$ cat src/include/apif_map.svh
// Register offsets, field positions and reset values of the analog and PWM interrupt flag register.
`ifndef APIF_MAP_SVH
`define APIF_MAP_SVH
`define APIF_FLAGS_OFFSET   8'h00
`define APIF_ADDR_W         8
`define APIF_FLAGS_RESET    16'h0000
`define APIF_IMPL_MASK      16'hC383
`define APIF_BIT_ADCP1      15
`define APIF_BIT_ADCP0      14
`define APIF_BIT_CMP4       9
`define APIF_BIT_CMP3       8
`define APIF_BIT_CMP2       7
`define APIF_BIT_PWM4       1
`define APIF_BIT_PWM3       0
`define APIF_UNMAPPED_DATA  32'h00000000
`define APIF_FLAG_RESET     1'b0
`define APIF_WAIT_RESET     1'b1
`define APIF_RDATA_RESET    32'h00000000
`define APIF_LANE_LO        0
`define APIF_LANE_HI        1
`endif

$ cat src/include/apif_pkg.sv
// Types shared by the analog and PWM interrupt flag register.
package apif_pkg;
   typedef struct packed {
      logic adc_pair_one_done_flag;
      logic adc_pair_zero_done_flag;
      logic comparator_four_flag;
      logic comparator_three_flag;
      logic comparator_two_flag;
      logic pwm_gen_four_flag;
      logic pwm_gen_three_flag;
   } apif_req_t;

   typedef enum logic {
      st_idle,
      st_ack
   } apif_bus_state_t;
endpackage

$ cat src/hdl/apif_flag_reg.sv
// Analog and PWM interrupt flag status register with an Avalon-MM slave.
//
// The Avalon-MM interface to the registers and the address map were left to the implementer.
`timescale 1ns/1ns
`include "apif_map.svh"

// One implemented flag position: a source level sets it and a software write stores into it.
// The source is a level, so a source that stays high keeps the flag set however often
// software writes a zero; software must first quiet the source and then clear the flag.
// A written one sets the flag as well, which lets software raise a request for test.
module apif_flag_bit #(
   parameter logic RESET_VAL = 1'b0
) (
   input  wire logic core_clk_i,
   input  wire logic sys_rst_i,
   input  wire logic set_i,
   input  wire logic wr_en_i,
   input  wire logic wr_val_i,
   output logic      flag_o
);
   logic kept;
   logic flag_d;
   logic flag_q;

   // Software's value replaces the stored one only in the cycle in which the write lands.
   assign kept   = wr_en_i ? wr_val_i : flag_q;
   // The source wins over a clear in the same cycle, so a request is never lost.
   assign flag_d = kept | set_i;

   always_ff @(posedge core_clk_i) begin
      if (sys_rst_i) begin
         flag_q <= RESET_VAL;
      end else begin
         flag_q <= flag_d;
      end
   end

   assign flag_o = flag_q;
endmodule

// Top of the block: seven flag positions behind one Avalon-MM word.
// Every access takes exactly one wait cycle: the request is seen with waitrequest high,
// and it completes at the next edge, at which waitrequest is low.
// Read data are captured when the request is first seen and stand until the next read.
// A write lands only at the completing edge, so a request that is withdrawn early has no effect.
// Unmapped addresses ignore writes and read as zero.
// Waitrequest is registered, which costs nothing here because the wait cycle is always taken.
module apif_flag_reg (
   input  wire logic                 core_clk_i,
   input  wire logic                 sys_rst_i,
   input  wire apif_pkg::apif_req_t  req_i,
   input  wire logic [7:0]           avs_address_i,
   input  wire logic                 avs_read_i,
   input  wire logic                 avs_write_i,
   input  wire logic [31:0]          avs_writedata_i,
   input  wire logic [3:0]           avs_byteenable_i,
   output logic      [31:0]          avs_readdata_o,
   output logic                      avs_waitrequest_o,
   output logic      [15:0]          flags_o
);
   import apif_pkg::*;

   // Assembled register word; unimplemented positions are tied to zero.
   logic [15:0]     flags_vec;
   logic [31:0]     rd_word;
   logic            acc;
   logic            hit;
   logic            lane_lo;
   logic            lane_hi;
   logic            wr_land;
   logic            rd_take;
   logic            we_lo;
   logic            we_hi;

   // Bus handshake state; waitrequest has its own flop so that the port comes straight from one.
   apif_bus_state_t state_q;
   apif_bus_state_t state_d;
   logic            wait_q;
   logic            wait_d;
   logic [31:0]     rdata_q;
   logic [31:0]     rdata_d;

   // Source requests, named for the flag they set.
   logic            set_adc_one;
   logic            set_adc_zero;
   logic            set_cmp_four;
   logic            set_cmp_three;
   logic            set_cmp_two;
   logic            set_pwm_four;
   logic            set_pwm_three;

   // Write enables per flag position, steered by the byte lane that carries it.
   logic            we_adc_one;
   logic            we_adc_zero;
   logic            we_cmp_four;
   logic            we_cmp_three;
   logic            we_cmp_two;
   logic            we_pwm_four;
   logic            we_pwm_three;

   // Write data split per flag position.
   logic            wv_adc_one;
   logic            wv_adc_zero;
   logic            wv_cmp_four;
   logic            wv_cmp_three;
   logic            wv_cmp_two;
   logic            wv_pwm_four;
   logic            wv_pwm_three;

   // Flop outputs of the seven flag positions.
   logic            fl_adc_one;
   logic            fl_adc_zero;
   logic            fl_cmp_four;
   logic            fl_cmp_three;
   logic            fl_cmp_two;
   logic            fl_pwm_four;
   logic            fl_pwm_three;

   // Decode of the request: one word lives at the flag offset, every other address is unmapped.
   assign acc     = avs_read_i | avs_write_i;
   assign hit     = (avs_address_i == `APIF_FLAGS_OFFSET);
   assign lane_lo = avs_byteenable_i[`APIF_LANE_LO];
   assign lane_hi = avs_byteenable_i[`APIF_LANE_HI];

   // A write lands at the edge at which the master sees waitrequest low, and not before.
   assign wr_land = avs_write_i & hit & (state_q == st_ack);
   assign we_lo   = wr_land & lane_lo;
   assign we_hi   = wr_land & lane_hi;

   // Read data are captured as the request is first seen, so they stand at the completing edge.
   assign rd_take = avs_read_i & (state_q == st_idle);

   // Source requests, one per implemented flag.
   assign set_adc_one   = req_i.adc_pair_one_done_flag;
   assign set_adc_zero  = req_i.adc_pair_zero_done_flag;
   assign set_cmp_four  = req_i.comparator_four_flag;
   assign set_cmp_three = req_i.comparator_three_flag;
   assign set_cmp_two   = req_i.comparator_two_flag;
   assign set_pwm_four  = req_i.pwm_gen_four_flag;
   assign set_pwm_three = req_i.pwm_gen_three_flag;

   // Bits 15 to 8 sit in the upper lane, bits 7 to 0 in the lower one.
   assign we_adc_one   = we_hi;
   assign we_adc_zero  = we_hi;
   assign we_cmp_four  = we_hi;
   assign we_cmp_three = we_hi;
   assign we_cmp_two   = we_lo;
   assign we_pwm_four  = we_lo;
   assign we_pwm_three = we_lo;

   // Per-position write values.
   assign wv_adc_one   = avs_writedata_i[`APIF_BIT_ADCP1];
   assign wv_adc_zero  = avs_writedata_i[`APIF_BIT_ADCP0];
   assign wv_cmp_four  = avs_writedata_i[`APIF_BIT_CMP4];
   assign wv_cmp_three = avs_writedata_i[`APIF_BIT_CMP3];
   assign wv_cmp_two   = avs_writedata_i[`APIF_BIT_CMP2];
   assign wv_pwm_four  = avs_writedata_i[`APIF_BIT_PWM4];
   assign wv_pwm_three = avs_writedata_i[`APIF_BIT_PWM3];

   // Register word as software sees it.
   assign flags_vec = {fl_adc_one,
                       fl_adc_zero,
                       4'h0,
                       fl_cmp_four,
                       fl_cmp_three,
                       fl_cmp_two,
                       5'h00,
                       fl_pwm_four,
                       fl_pwm_three
                       };

   // Conversion done of ADC pair one sets the top position.
   apif_flag_bit #(
      .RESET_VAL (`APIF_FLAG_RESET)
   ) flag_adc_one_inst (
      .core_clk_i (core_clk_i),
      .sys_rst_i  (sys_rst_i),
      .set_i      (set_adc_one),
      .wr_en_i    (we_adc_one),
      .wr_val_i   (wv_adc_one),
      .flag_o     (fl_adc_one)
   );

   // Conversion done of ADC pair zero sets the position below it.
   apif_flag_bit #(
      .RESET_VAL (`APIF_FLAG_RESET)
   ) flag_adc_zero_inst (
      .core_clk_i (core_clk_i),
      .sys_rst_i  (sys_rst_i),
      .set_i      (set_adc_zero),
      .wr_en_i    (we_adc_zero),
      .wr_val_i   (wv_adc_zero),
      .flag_o     (fl_adc_zero)
   );

   // Comparator four.
   apif_flag_bit #(
      .RESET_VAL (`APIF_FLAG_RESET)
   ) flag_cmp_four_inst (
      .core_clk_i (core_clk_i),
      .sys_rst_i  (sys_rst_i),
      .set_i      (set_cmp_four),
      .wr_en_i    (we_cmp_four),
      .wr_val_i   (wv_cmp_four),
      .flag_o     (fl_cmp_four)
   );

   // Comparator three.
   apif_flag_bit #(
      .RESET_VAL (`APIF_FLAG_RESET)
   ) flag_cmp_three_inst (
      .core_clk_i (core_clk_i),
      .sys_rst_i  (sys_rst_i),
      .set_i      (set_cmp_three),
      .wr_en_i    (we_cmp_three),
      .wr_val_i   (wv_cmp_three),
      .flag_o     (fl_cmp_three)
   );

   // Comparator two sits in the lower byte lane, unlike the other comparators.
   apif_flag_bit #(
      .RESET_VAL (`APIF_FLAG_RESET)
   ) flag_cmp_two_inst (
      .core_clk_i (core_clk_i),
      .sys_rst_i  (sys_rst_i),
      .set_i      (set_cmp_two),
      .wr_en_i    (we_cmp_two),
      .wr_val_i   (wv_cmp_two),
      .flag_o     (fl_cmp_two)
   );

   // PWM generator four.
   apif_flag_bit #(
      .RESET_VAL (`APIF_FLAG_RESET)
   ) flag_pwm_four_inst (
      .core_clk_i (core_clk_i),
      .sys_rst_i  (sys_rst_i),
      .set_i      (set_pwm_four),
      .wr_en_i    (we_pwm_four),
      .wr_val_i   (wv_pwm_four),
      .flag_o     (fl_pwm_four)
   );

   // PWM generator three.
   apif_flag_bit #(
      .RESET_VAL (`APIF_FLAG_RESET)
   ) flag_pwm_three_inst (
      .core_clk_i (core_clk_i),
      .sys_rst_i  (sys_rst_i),
      .set_i      (set_pwm_three),
      .wr_en_i    (we_pwm_three),
      .wr_val_i   (wv_pwm_three),
      .flag_o     (fl_pwm_three)
   );

   // Idle until a request arrives, then one cycle with waitrequest low to complete it.
   // A master that keeps its request up starts a new access right after the completing edge.
   always_comb begin
      state_d = state_q;
      case (state_q)
         st_idle: begin
            if (acc) begin
               state_d = st_ack;
            end
         end
         st_ack: begin
            state_d = st_idle;
         end
         default: begin
            state_d = st_idle;
         end
      endcase
   end

   // Waitrequest drops only for the cycle that follows a newly seen request.
   assign wait_d = ~((state_q == st_idle) & acc);

   // Unmapped reads return zero; the upper half of the word is always zero.
   assign rd_word = {16'h0000, flags_vec};
   assign rdata_d = rd_take ? (hit ? rd_word : `APIF_UNMAPPED_DATA) : rdata_q;

   always_ff @(posedge core_clk_i) begin
      if (sys_rst_i) begin
         state_q <= st_idle;
         wait_q  <= `APIF_WAIT_RESET;
         rdata_q <= `APIF_RDATA_RESET;
      end else begin
         state_q <= state_d;
         wait_q  <= wait_d;
         rdata_q <= rdata_d;
      end
   end

   // All outputs come from flops.
   assign avs_waitrequest_o = wait_q;
   assign avs_readdata_o    = rdata_q;
   assign flags_o           = flags_vec;
endmodule

$ cat config.mk
export PLATFORM = sky130hd
export DESIGN_NAME = apif_flag_reg
export DESIGN_NICKNAME = d
export VERILOG_FILES = /design/src/include/apif_pkg.sv /design/src/hdl/apif_flag_reg.sv
export VERILOG_INCLUDE_DIRS = /design/src /design/src/include
export SDC_FILE = /design/constraint.sdc
export NUM_CORES = 1
export LEC_CHECK = 0
export BUFFER_PORTS_ARGS = -buffer_cell sky130_fd_sc_hd__clkbuf_2
export CAP_MARGIN = 5
export CELL_PAD_IN_SITES_DETAIL_PLACEMENT = 1
export CELL_PAD_IN_SITES_GLOBAL_PLACEMENT = 2
export CORE_MARGIN = 2
export CORE_UTILIZATION = 18
export DETAILED_ROUTE_END_ITERATION = 12
export PLACE_DENSITY_LB_ADDON = 0.08
export SLEW_MARGIN = 20
export SYNTH_ARGS = -nofsm -noshare
export SYNTH_HDL_FRONTEND = slang
export SYNTH_SLANG_ARGS = --single-unit
$ cat constraint.sdc
create_clock -name core_clk_i -period 3.65 [get_ports core_clk_i]
set_clock_uncertainty 0.2 [all_clocks]
set_input_delay 0 -clock core_clk_i [delete_from_list [all_inputs] [get_ports core_clk_i]]
set_output_delay 0 -clock core_clk_i [all_outputs]
set_load 0.005 [all_outputs]
# [Word level (Yosys, flattened, before mapping)]
# Index checks and enable logic that the tools add are counted.
[word_totals] wordCells=37 output_inout_bits=49 regBits=41
[classes] mux=10 bitwise=16 n_reduce_logical=1
[op_table] op="two-way mux 16 bit" count=1
[op_table] op="zero test 8 bit" count=1
[op_table] op="two-way mux 1 bit" count=8
[op_table] op="OR 1 bit" count=8
[op_table] op="AND 1 bit" count=6
[op_table] op="NOT 1 bit" count=2
[op_table] op="case mux 1 bit (2 select lines)" count=1

# [Depth between registers and ports, before layout]
# Gate-level depths: netlist (run 1).
[logic_depth] ltp_word=6 mapped_depth=4 depth_no_buf=3

# [By module]
# From an unflattened synthesis (run 1), not the netlist that was laid out.
[hier_totals] cells_unflattened=98 area_unflattened_um2=927.1
[modules_own_cells] module="apif_flag_reg" cells_per_inst=70 seq_area_each_um2=180.2 area_each_um2=655.6 instances=1
[modules_own_cells] module="apif_flag_bit" cells_per_inst=4 seq_area_each_um2=20.0 area_each_um2=38.8 instances=7

# [Worst setup path after synthesis (run 1)]
# OpenSTA, ideal clock, no wires.
[synth_timing] path_type="input to register" from="input port avs_address_i[5]" to="register flag_adc_one_inst.flag_q, in the netlist flag_adc_one_inst.flag_o" required_time_ps=3320 setup_time_ps=130 arrival_time_ps=952 path_slack_ps=2368 path_stages=4 cell_sequence="or4_1 -> buf_2 -> o31ai_1 -> a21oi_1"
[synth_between] elab_chain_cells=6
[synth_rtl] element="start, declared" line_no="apif_flag_reg.sv:52" source="input wire logic [7:0] avs_address_i,"
[synth_rtl] element="zero test 8 bit (no source line)"
[synth_rtl] element="AND 1 bit (2 in series)" line_no="apif_flag_reg.sv:126" source="assign wr_land = avs_write_i & hit & (state_q == st_ack);"
[synth_rtl] element="AND 1 bit" line_no="apif_flag_reg.sv:128" source="assign we_hi = wr_land & lane_hi;"
[synth_rtl] element="two-way mux 1 bit" line_no="apif_flag_reg.sv:26" source="assign kept = wr_en_i ? wr_val_i : flag_q;"
[synth_rtl] element="OR 1 bit" line_no="apif_flag_reg.sv:28" source="assign flag_d = kept | set_i;"
[synth_rtl] element="end signal, assigned" line_no="apif_flag_reg.sv:34" source="flag_q <= flag_d;"
[synth_rtl] element="end, declared" line_no="apif_flag_reg.sv:23" source="logic flag_q;"
# No other way between the ends.
# A chain may end at the register's enable or synchronous reset.

# [Final worst setup path (run 1)]
[layout_timing] from="register state_q" to="register flag_cmp_four_inst.flag_q, in the netlist flag_cmp_four_inst.flag_o"
[layout_between] elab_chain_cells=4
[layout_rtl] element="start, declared" line_no="apif_flag_reg.sv:76" source="apif_bus_state_t state_q;"
[layout_rtl] element="start signal, assigned" line_no="apif_flag_reg.sv:284" source="state_q <= st_idle;"
[layout_rtl] element="start signal, assigned" line_no="apif_flag_reg.sv:288" source="state_q <= state_d;"
[layout_rtl] element="AND 1 bit" line_no="apif_flag_reg.sv:126"
[layout_rtl] element="AND 1 bit" line_no="apif_flag_reg.sv:128"
[layout_rtl] element="two-way mux 1 bit" line_no="apif_flag_reg.sv:26"
[layout_rtl] element="OR 1 bit" line_no="apif_flag_reg.sv:28"
[layout_rtl] element="end signal, assigned" line_no="apif_flag_reg.sv:34"
[layout_rtl] element="end, declared" line_no="apif_flag_reg.sv:23"
# No other way between the ends.

==> flow_summary.yaml, run 1 <==
status:
  status: "finished clean"
logic_synthesis:
  synth_edf_count: 0
  synth.area.top_cells: "dfxtp_1 30%, buf_4 29%, a21oi_1 6.5%"
  synth_most_common_cell: "buf_4"
  ys_async_sr_fraction_pct: 0
  synth.top_cell.area_share_pct: 29.9
  netlist_area_um2: 1070
  synth_top_cells_by_count: "41 x buf_4, 16 x dfxtp_1, 14 x a21oi_1"
  ys_seq_elements: 16
  synth_flop_cell: "dfxtp_1"
  syn_inst: 125
  ys_warn_count: 0
  avgSynthCellArea_um2: 8.56
  synth_cell_type_count: 22
  yosys.area.top_type: "dfxtp_1"
  seq_area_frac_synth_pct: 29.9
place:
  io_buffers: 42
  hpwl_um: 2390
  dp.cells: 229
  gp_congestion: 0.731
sta:
  hold_viol: 0
  fin_crit_ps: 2010
  rsz0062_at_grt: "no"
  final_max_slew_viol_count: 0
  max_freq_mhz: 497
  setup_viol: 0
  finalCritPeriodShare_pct: 55.2
  fin_setup_tns_ps: 0
worst_setup_path:
  reg2reg_slack_ps: 1640
  critPathTopFamily: "buffers and inverters"
  rr_worst_depth: 4
  endpoint_kind: "flop"
  worstSetupPathType: "reg -> reg"
  slowest_delay_ps: 560
  r2r-end: "flag_cmp_four_inst.flag_o$_SDFF_PP0_"
  cpMaxStageDelayCell: "dlygate4sd3_1"
  arrival_ps: 1940
  crit_path_max_fanout: 12
  crit_buf_inv: 1
  worstPathCellList: "nand3_1 -> o31ai_1 -> a21oi_1 -> dlygate4sd3_1"
  cp-start-kind: "flop"
  r2r-start: "state_q$_SDFF_PP0_"
  required_ps: 3580
drt:
  wirelength_um: 2980
  wl_per_cell_um: 12.0
  vias: 966
  via_per_inst: 3.88
  antenna_left: 0
  drt_iter0_drc: 11
  drcViolationCount: 0
  firstDrtPassIters: 3
min_path:
  holdCritStartpoint: "avs_address_i[0]"
  worstHoldPathCells: 5
  hp-class: "in -> reg"
  hold_path_end: "avs_readdata_o[1]$_SDFFE_PP0P_"
cts:
  cts_inserted_buffers: 3
  holdBufCountCts: 17
  cts-root-buf: "clkbuf_8"
  cts.sinks: 16
  cts_buffer_depth: 2
  cts_setup_buffers: 0
  cts_tree: "built"
  clkSlewWorstSetupHoldPaths_ps: 60
  cts.htree.levels: 1
  clock_latency_ps: 240
  ctsResizeCount: 0
layout:
  n_antenna_cell: 0
  drive_gt1_share_pct: 30.5
  final_util_pct: 23.3
  final_cells: 249
  synthToLayoutAreaGrowth_pct: 26.8
  layout.nets: 231
  fillers: 737
floorplanning:
  fp.dieH_um: 81.1
  dieArea_um2: 6580
  initial_core_util_pct: 18.4
  ios: 104
  core_area_um2: 5820
  rows: 28
  die_w_um: 81.1
global_route:
  grt_use_total_pct: 9.16
  antenna_found_initial: 0
  grt_max_degree: 16
  grt_overflow: 0
  grt_pass1_wl_um: 4620
  grt_pass1_vias: 975
pwr:
  power.density_nw_per_um2: 290
  fin_total_pwr_mw: 0.394
  p_seq_share_pct: 48.3
  power.leakage_nw: 0.614
  combPwrFrac_pct: 18.9
  clock_power_share_pct: 32.8
  ir_worst_vdd_v: 0.0000803
  switching_share_pct: 25.9
  p_sw_mw: 0.102
  p_int_mw: 0.292
job:
  drv_cap: 0
power by group through the flow:
stage                     registers [mW]  logic [mW]  clock network [mW]
after global placement             0.194      0.0570                   0
final                              0.190      0.0744               0.129
after CTS                          0.191      0.0743               0.137
after global routing               0.192      0.0841               0.145
after detailed placement           0.194      0.0583                   0
after floorplan                    0.190      0.0656                   0
worst register-to-register path: stages (launching register included):
cell           delay, ps
dfxtp_1              550
nand3_1              230
o31ai_1              270
a21oi_1               90
dlygate4sd3_1        560
per-layer routing:
metal	part of all wire, %	track usage [%]
met1	38	9.79
met2	54	17.5
met3	7.2	2.11
met4	0.70	3.05
met5	0	0
through the flow:
stage	cell area (um^2)	setup WS (ps)	hold WS, ps
floorplan	1190	2370	-131
global placement	1140	2150	48.6
detailed placement	1140	2110	62.0
CTS	1360	1640	68.7
global route	1360	1440	99.3
finish	1360	1640	67.6
state kept, by name, indices dropped and copies added, names as in the netlist:
| name | cells |
|---|---|
| avs_readdata_o | 7 |
| avs_waitrequest_o | 1 |
| flag_adc_one_inst.flag_o | 1 |
| flag_adc_zero_inst.flag_o | 1 |
| flag_cmp_four_inst.flag_o | 1 |
| flag_cmp_three_inst.flag_o | 1 |
| flag_cmp_two_inst.flag_o | 1 |
| flag_pwm_four_inst.flag_o | 1 |
| flag_pwm_three_inst.flag_o | 1 |
| state_q | 1 |
area by class of cell:
type | instances | area, um^2 | share of cell area [%]
Multi-Input combinational cell | 93 | 502 | 37.0
Tap cell | 75 | 93.8 | 6.92
Clock buffer | 3 | 41.3 | 3.04
Sequential cell | 16 | 320 | 23.6
Inverter | 1 | 3.75 | 0.277
Timing Repair Buffer | 61 | 395 | 29.2
worst max path at each step:
stage	startpoint	end	slack, ps	cells past startpoint
after floorplan	avs_address_i[5]	flag_adc_one_inst.flag_o$_SDFF_PP0_	2370	4
after global placement	state_q$_SDFF_PP0_	avs_readdata_o[8]$_SDFFE_PP0P_	2150	3
after detailed placement	avs_address_i[5]	flag_adc_one_inst.flag_o$_SDFF_PP0_	2110	4
after CTS	state_q$_SDFF_PP0_	flag_adc_one_inst.flag_o$_SDFF_PP0_	1640	4
after global routing	state_q$_SDFF_PP0_	flag_cmp_four_inst.flag_o$_SDFF_PP0_	1440	4
final	state_q$_SDFF_PP0_	flag_cmp_four_inst.flag_o$_SDFF_PP0_	1640	4
cells in the final DEF, fill, tap and decap left out, types with 3 or more instances in the layout:
cell type,count
dlygate4sd3_1,17
a21oi_1,14
conb_1,34
and4_1,3
clkbuf_2,42
a31oi_1,7
o31ai_1,7
nand2_1,7
and4_2,4
nand4_1,7
clkbuf_8,3
dfxtp_1,16
logic make-up after synthesis:
family,Yosys count,synth area share [%]
AO/OA/AOI/OAI,29,16.0
buffers and inverters,49,34.7
flip-flops,16,29.9
other,1,0.351
AND/OR/NAND/NOR,30,18.9
(Power assumes the default switching activity.)
==> run 2: changes to the inputs <==
--- a/config.mk
+++ b/config.mk
@@ -6,12 +6,13 @@
 export SDC_FILE = /design/constraint.sdc
 export NUM_CORES = 1
 export LEC_CHECK = 0
+export ABC_AREA = 1
 export BUFFER_PORTS_ARGS = -buffer_cell sky130_fd_sc_hd__clkbuf_2
 export CAP_MARGIN = 5
 export CELL_PAD_IN_SITES_DETAIL_PLACEMENT = 1
 export CELL_PAD_IN_SITES_GLOBAL_PLACEMENT = 2
 export CORE_MARGIN = 2
-export CORE_UTILIZATION = 18
+export CORE_UTILIZATION = 14
 export DETAILED_ROUTE_END_ITERATION = 12
 export PLACE_DENSITY_LB_ADDON = 0.08
 export SLEW_MARGIN = 20
==> constraint.sdc (replaced) <==
create_clock -name core_clk_i -period 1.85 [get_ports core_clk_i]
set_clock_uncertainty 0.2 [all_clocks]
set_input_delay 0 -clock core_clk_i [delete_from_list [all_inputs] [get_ports core_clk_i]]
set_output_delay 0 -clock core_clk_i [all_outputs]
set_load 0.005 [all_outputs]
==> run 2 against run 1 <==
Compared with the run above: clock power grew 97%; final cell count rose by 20%; wire length decreased by 4.7%; worst hold slack worse by 37 ps; sequential power grew 100%; critical path depth up 4; register-to-register slack worse by 1200 ps; global-route usage down 2.1 points; critical endpoint is now avs_readdata_o[0]$_SDFFE_PP0P_; largest power group unchanged.
==> flow_summary.yaml, run 2 <==
sta:
  fin_crit_ps: 1720
  max_freq_mhz: 580
  hold_viol: 0
  setup_viol: 0
  final_max_slew_viol_count: 0
  rsz0062_at_grt: "no"
  finalCritPeriodShare_pct: 93.1
  fin_setup_tns_ps: 0
logic_synthesis:
  synth_top_cells_by_count: "41 x buf_4, 25 x nand2_1, 17 x inv_1"
  yosys.area.top_type: "dfxtp_1"
  ys_warn_count: 0
  netlist_area_um2: 1020
  synth.top_cell.area_share_pct: 31.5
  ys_seq_elements: 16
  syn_inst: 142
  ys_async_sr_fraction_pct: 0
  avgSynthCellArea_um2: 7.16
  synth_cell_type_count: 14
  seq_area_frac_synth_pct: 31.5
  synth_flop_cell: "dfxtp_1"
  synth_edf_count: 0
  synth.area.top_cells: "dfxtp_1 31%, buf_4 30%, nand2_1 9.2%"
  synth_most_common_cell: "buf_4"
floorplanning:
  rows: 31
  die_w_um: 89.2
  dieArea_um2: 7960
  core_area_um2: 7140
  fp.dieH_um: 89.2
  initial_core_util_pct: 14.3
  ios: 104
global_route:
  grt_overflow: 0
  grt_max_degree: 16
  grt_pass1_wl_um: 4260
  antenna_found_initial: 0
  grt_use_total_pct: 7.09
  grt_pass1_vias: 1012
place:
  placed_cell_area_um2: 1150
  io_buffers: 42
  gp_congestion: 0.648
  hpwl_um: 2230
cts:
  cts_buffer_depth: 2
  clock_latency_ps: 240
  cts-root-buf: "clkbuf_8"
  cts_inserted_buffers: 3
  clkSlewWorstSetupHoldPaths_ps: 60
  cts.sinks: 16
  cts.htree.levels: 1
  cts_tree: "built"
min_path:
  hp-class: "in -> reg"
worst_setup_path:
  endpoint_kind: "flop"
  arrival_ps: 1700
  cp-start-kind: "primary input"
  worstSetupPathType: "in -> reg"
  required_ps: 1830
  crit_path_max_fanout: 4
pwr:
  ir_worst_vdd_v: 0.000171
  power.density_nw_per_um2: 565
  power.leakage_nw: 0.753
status:
  status: "finished clean"
layout:
  largest_reg_flops: 7
  n_antenna_cell: 0
  mostFrequentLayoutCell: "clkbuf_2"
  fillers: 909
  drive_gt1_share_pct: 24.9
  synthToLayoutAreaGrowth_pct: 39.7
  design_area_um2: 1420
  final_cell_mix: "42 x clkbuf_2, 34 x conb_1, 25 x nand2_1"
  layout.nets: 258
drt:
  drcViolationCount: 0
  wl_per_cell_um: 9.47
  wirelength_um: 2840
  drt_iter0_drc: 31
  antenna_left: 0
  via_per_inst: 3.32
  firstDrtPassIters: 4
  vias: 995
job:
  drv_cap: 0
-- run 2: worst paths after layout --
| kind | start | end | cells after the start | slack, ps |
|---|---|---|---|---|
| worst max register to register | state_q$_SDFF_PP0_ | flag_adc_zero_inst.flag_o$_SDFF_PP0_ | 7 | 450 |
| worst min-delay path | sys_rst_i | avs_waitrequest_o$_SDFF_PP1_ | 3 | 30 |
| worst max-delay path | avs_address_i[3] | avs_readdata_o[0]$_SDFFE_PP0P_ | 8 | 130 |
| worst min register to register | flag_adc_zero_inst.flag_o$_SDFF_PP0_ | avs_readdata_o[14]$_SDFFE_PP0P_ | 2 | 290 |
-- run 2: area by class of cell --
class | count | area (um^2) | area share (%)
Inverter | 18 | 67.6 | 4.75
Multi-Input combinational cell | 97 | 418 | 29.4
Tap cell | 99 | 124 | 8.71
Sequential cell | 16 | 320 | 22.5
Clock buffer | 3 | 41.3 | 2.90
Timing Repair Buffer | 67 | 450 | 31.7
-- run 2: cells by family (layout without fill, tap and decap cells) --
| group | after synthesis | in the layout | share of synthesized area [%] |
|---|---|---|---|
| flops | 16 | 16 | 31.5 |
| simple gates | 49 | 49 | 21.6 |
| other cells | 1 | 34 | 0.369 |
| buf+inv | 62 | 88 | 39.6 |
| compound gates | 14 | 14 | 6.89 |
-- run 2: layer usage --
| layer | GRT usage, % | up-vias | share of wire (%) |
|---|---|---|---|
| met5 | 0 | - | 0 |
| met4 | 1.63 | 0 | 1.0 |
| met3 | 1.94 | 2 | 6.0 |
| met2 | 14.2 | 38 | 55 |
| met1 | 7.15 | 468 | 38 |
| li1 | - | 487 | - |
-- run 2: worst max-delay path: stages --
cell and delay [ps]:
dlygate4sd3_1 530, clkbuf_2 100, nor2_1 90, nand2_1 90, nor2_4 170, nand2_1 60
dlygate4sd3_1 550, a21oi_1 110
-- run 2: metrics by stage --
stage | worst slack (ps) | power [mW] | hold WS (ps) | std cells | util, %
floorplan | 708 | 0.521 | -14.7 | 175 | -
global placement | 448 | 0.523 | 102 | 274 | 16.2
detailed placement | 423 | 0.525 | 101 | 274 | 16.2
CTS | 32.9 | 0.823 | 5.38 | 298 | 19.7
global route | 13.8 | 0.870 | 69.6 | 300 | 19.9
finish | 127 | 0.803 | 30.2 | 300 | 19.9
-- run 2: what timing repair did --
item / in CTS / in global routing
endpoints found under the hold margin: 11 / 0
gates resized for setup: 0 / 0
setup endpoints to repair: 0 / 1
buffers inserted: 0 / 2
hold buffers: 21 / 0
-- run 2: power breakdown --
| part | total [mW] | leakage [nW] | switching, mW | internal, mW |
|---|---|---|---|---|
| Combinational | 0.163 | 0.598 | 0.0813 | 0.0822 |
| Clock | 0.254 | 0.0216 | 0.110 | 0.144 |
| Sequential | 0.385 | 0.133 | 0.0157 | 0.370 |
==> run 3: changes to the inputs <==
--- a/config.mk
+++ b/config.mk
@@ -6,13 +6,13 @@
 export SDC_FILE = /design/constraint.sdc
 export NUM_CORES = 1
 export LEC_CHECK = 0
-export ABC_AREA = 1
+export ABC_AREA = 0
 export BUFFER_PORTS_ARGS = -buffer_cell sky130_fd_sc_hd__clkbuf_2
 export CAP_MARGIN = 5
 export CELL_PAD_IN_SITES_DETAIL_PLACEMENT = 1
 export CELL_PAD_IN_SITES_GLOBAL_PLACEMENT = 2
 export CORE_MARGIN = 2
-export CORE_UTILIZATION = 14
+export CORE_UTILIZATION = 15
 export DETAILED_ROUTE_END_ITERATION = 12
 export PLACE_DENSITY_LB_ADDON = 0.08
 export SLEW_MARGIN = 20
==> run 3 against run 2 <==
Compared with the run above: non-clock buffer count decreased by 13; global-route usage up 1.0 points; die area fell by 1.8%; largest power group unchanged; register-to-register slack got worse by 190 ps; critical path depth is 2 lower; first-iteration DRC count is 81% higher; cell area decreased by 6.7%; total power rose by 2.0%; critical endpoint is now state_q$_SDFF_PP0_.
==> flow_summary.yaml, run 3 (synthesis gave the netlist of run 1 again) <==
drt:
  via_per_inst: 3.55
  vias: 937
  antenna_left: 0
  firstDrtPassIters: 4
  wirelength_um: 3190
  wl_per_cell_um: 12.1
  drt_iter0_drc: 56
  drcViolationCount: 0
sta:
  final_max_slew_viol_count: 0
  max_freq_mhz: 599
  rsz0062_at_grt: "no"
  setup_viol: 0
  fin_setup_tns_ps: 0
  hold_viol: 0
  worst_slew_pin_slew_ps: 598
  finalCritPeriodShare_pct: 90.2
  relSlewSlack_pct: 60.0
  fin_crit_ps: 1670
global_route:
  grt_use_total_pct: 8.10
  grt_max_degree: 16
  grt_pass1_vias: 861
  grt_overflow: 0
  antenna_found_initial: 0
  grt_pass1_wl_um: 4660
floorplanning:
  ios: 104
  core_area_um2: 6830
  die_w_um: 88.5
  dieArea_um2: 7820
  initial_core_util_pct: 15.7
  rows: 30
  fp.dieH_um: 88.5
layout:
  drive_gt1_share_pct: 32.1
  final_cells: 264
  final_cell_mix: "42 x clkbuf_2, 34 x conb_1, 16 x dfxtp_1"
  largest_reg_flops: 7
  n_antenna_cell: 0
  regArea_um2: 320
  synthToLayoutAreaGrowth_pct: 24.0
  multi_input_area_um2: 502
  fillers: 850
  mostFrequentLayoutCell: "clkbuf_2"
  layout.nets: 224
pwr:
  p_seq_share_pct: 45.7
  clock_power_share_pct: 37.8
  p_sw_mw: 0.212
  power.leakage_nw: 0.586
  switching_share_pct: 25.9
  combPwrFrac_pct: 16.5
  power.density_nw_per_um2: 618
  ir_worst_vdd_v: 0.000235
  p_int_mw: 0.607
cts:
  clock_latency_ps: 250
  cts_setup_buffers: 0
  cts_inserted_buffers: 3
  cts.sinks: 16
  cts.htree.levels: 1
  cts_buffer_depth: 2
  ctsResizeCount: 0
  clkSlewWorstSetupHoldPaths_ps: 60
  cts-root-buf: "clkbuf_8"
  cts_tree: "built"
min_path:
  hp-class: "in -> reg"
worst_setup_path:
  crit_buf_inv: 4
  critPathTopFamily: "buffers and inverters"
  crit_path_max_fanout: 15
  slowest_delay_ps: 580
  arrival_ps: 1620
  worstSetupPathType: "in -> reg"
  endpoint_kind: "flop"
  worstPathCellList: "dlygate4sd3_1 -> clkbuf_2 -> nor2_1 -> o21ai_1 -> dlygate4sd3_1 -> inv_1"
  cpMaxStageDelayCell: "dlygate4sd3_1"
  required_ps: 1800
  cp-start-kind: "primary input"
  cpMostUsedCell: "dlygate4sd3_1"
place:
  dp.cells: 250
  hpwl_um: 2610
  gp_congestion: 0.690
  io_buffers: 42
job:
  drv_cap: 0
status:
  status: "finished clean"
-- run 3: power by group through the flow --
| stage | Clock [mW] | Combinational [mW] | Sequential, mW |
|---|---|---|---|
| after global placement | 0 | 0.115 | 0.382 |
| after global routing | 0.350 | 0.154 | 0.377 |
| after detailed placement | 0 | 0.117 | 0.383 |
| final | 0.309 | 0.135 | 0.375 |
| after CTS | 0.328 | 0.135 | 0.375 |
| after floorplan | 0 | 0.129 | 0.374 |
-- run 3: area by class of cell --
type	count	share of cell area, %
inverter	1	0.283
tap	96	9.06
timing repair buffer	54	24.5
clock buffer	4	4.15
sequential	16	24.2
multi-input combinational	93	37.8
-- run 3: path summary, 6_finish.rpt --
kind | startpoint | to | slack (ps) | cells after the start
worst max-delay path | sys_rst_i | state_q$_SDFF_PP0_ | 180 | 6
worst min-delay path | avs_byteenable_i[0] | flag_pwm_four_inst.flag_o$_SDFF_PP0_ | 20 | 4
worst max register to register | state_q$_SDFF_PP0_ | state_q$_SDFF_PP0_ | 260 | 4
worst min register to register | avs_readdata_o[7]$_SDFFE_PP0P_ | avs_readdata_o[7]$_SDFFE_PP0P_ | 250 | 2
-- run 3: metal layers --
layer / global-route usage, % / vias to the layer above / wire length (um)
met2: 12.8 / 47 / 1430
li1: - / 458 / -
met5: 0 / - / 0
met3: 2.80 / 2 / 275
met1: 10.6 / 430 / 1470
met4: 2.07 / 0 / 19
-- run 3: worst register-to-register path: cells and delay by family (launching register included) --
| family | cells | cell delay (ps) |
|---|---|---|
| flip-flops | 1 | 500 |
| AND/OR/NAND/NOR | 1 | 90 |
| AO/OA/AOI/OAI | 1 | 80 |
| buffers and inverters | 2 | 620 |
-- run 3: per-stage QoR --
stage | hold WS (ps) | setup WS [ps] | power [mW] | area (um^2) | utilization [%]
after CTS | 17.8 | 191 | 0.838 | 1330 | 19.4
after global placement | 62.8 | 282 | 0.497 | 1170 | 17.1
after floorplan | -131 | 568 | 0.504 | 1190 | -
after detailed placement | 73.5 | 276 | 0.500 | 1170 | 17.1
final | 16.1 | 181 | 0.820 | 1330 | 19.4
after global routing | 47.5 | 98.1 | 0.880 | 1330 | 19.4
-- run 3: repair_timing --
action | in CTS | in global routing
setup endpoints to repair | 0 | 0
endpoints found under the hold margin | 16 | 0
hold buffers | 10 | 0
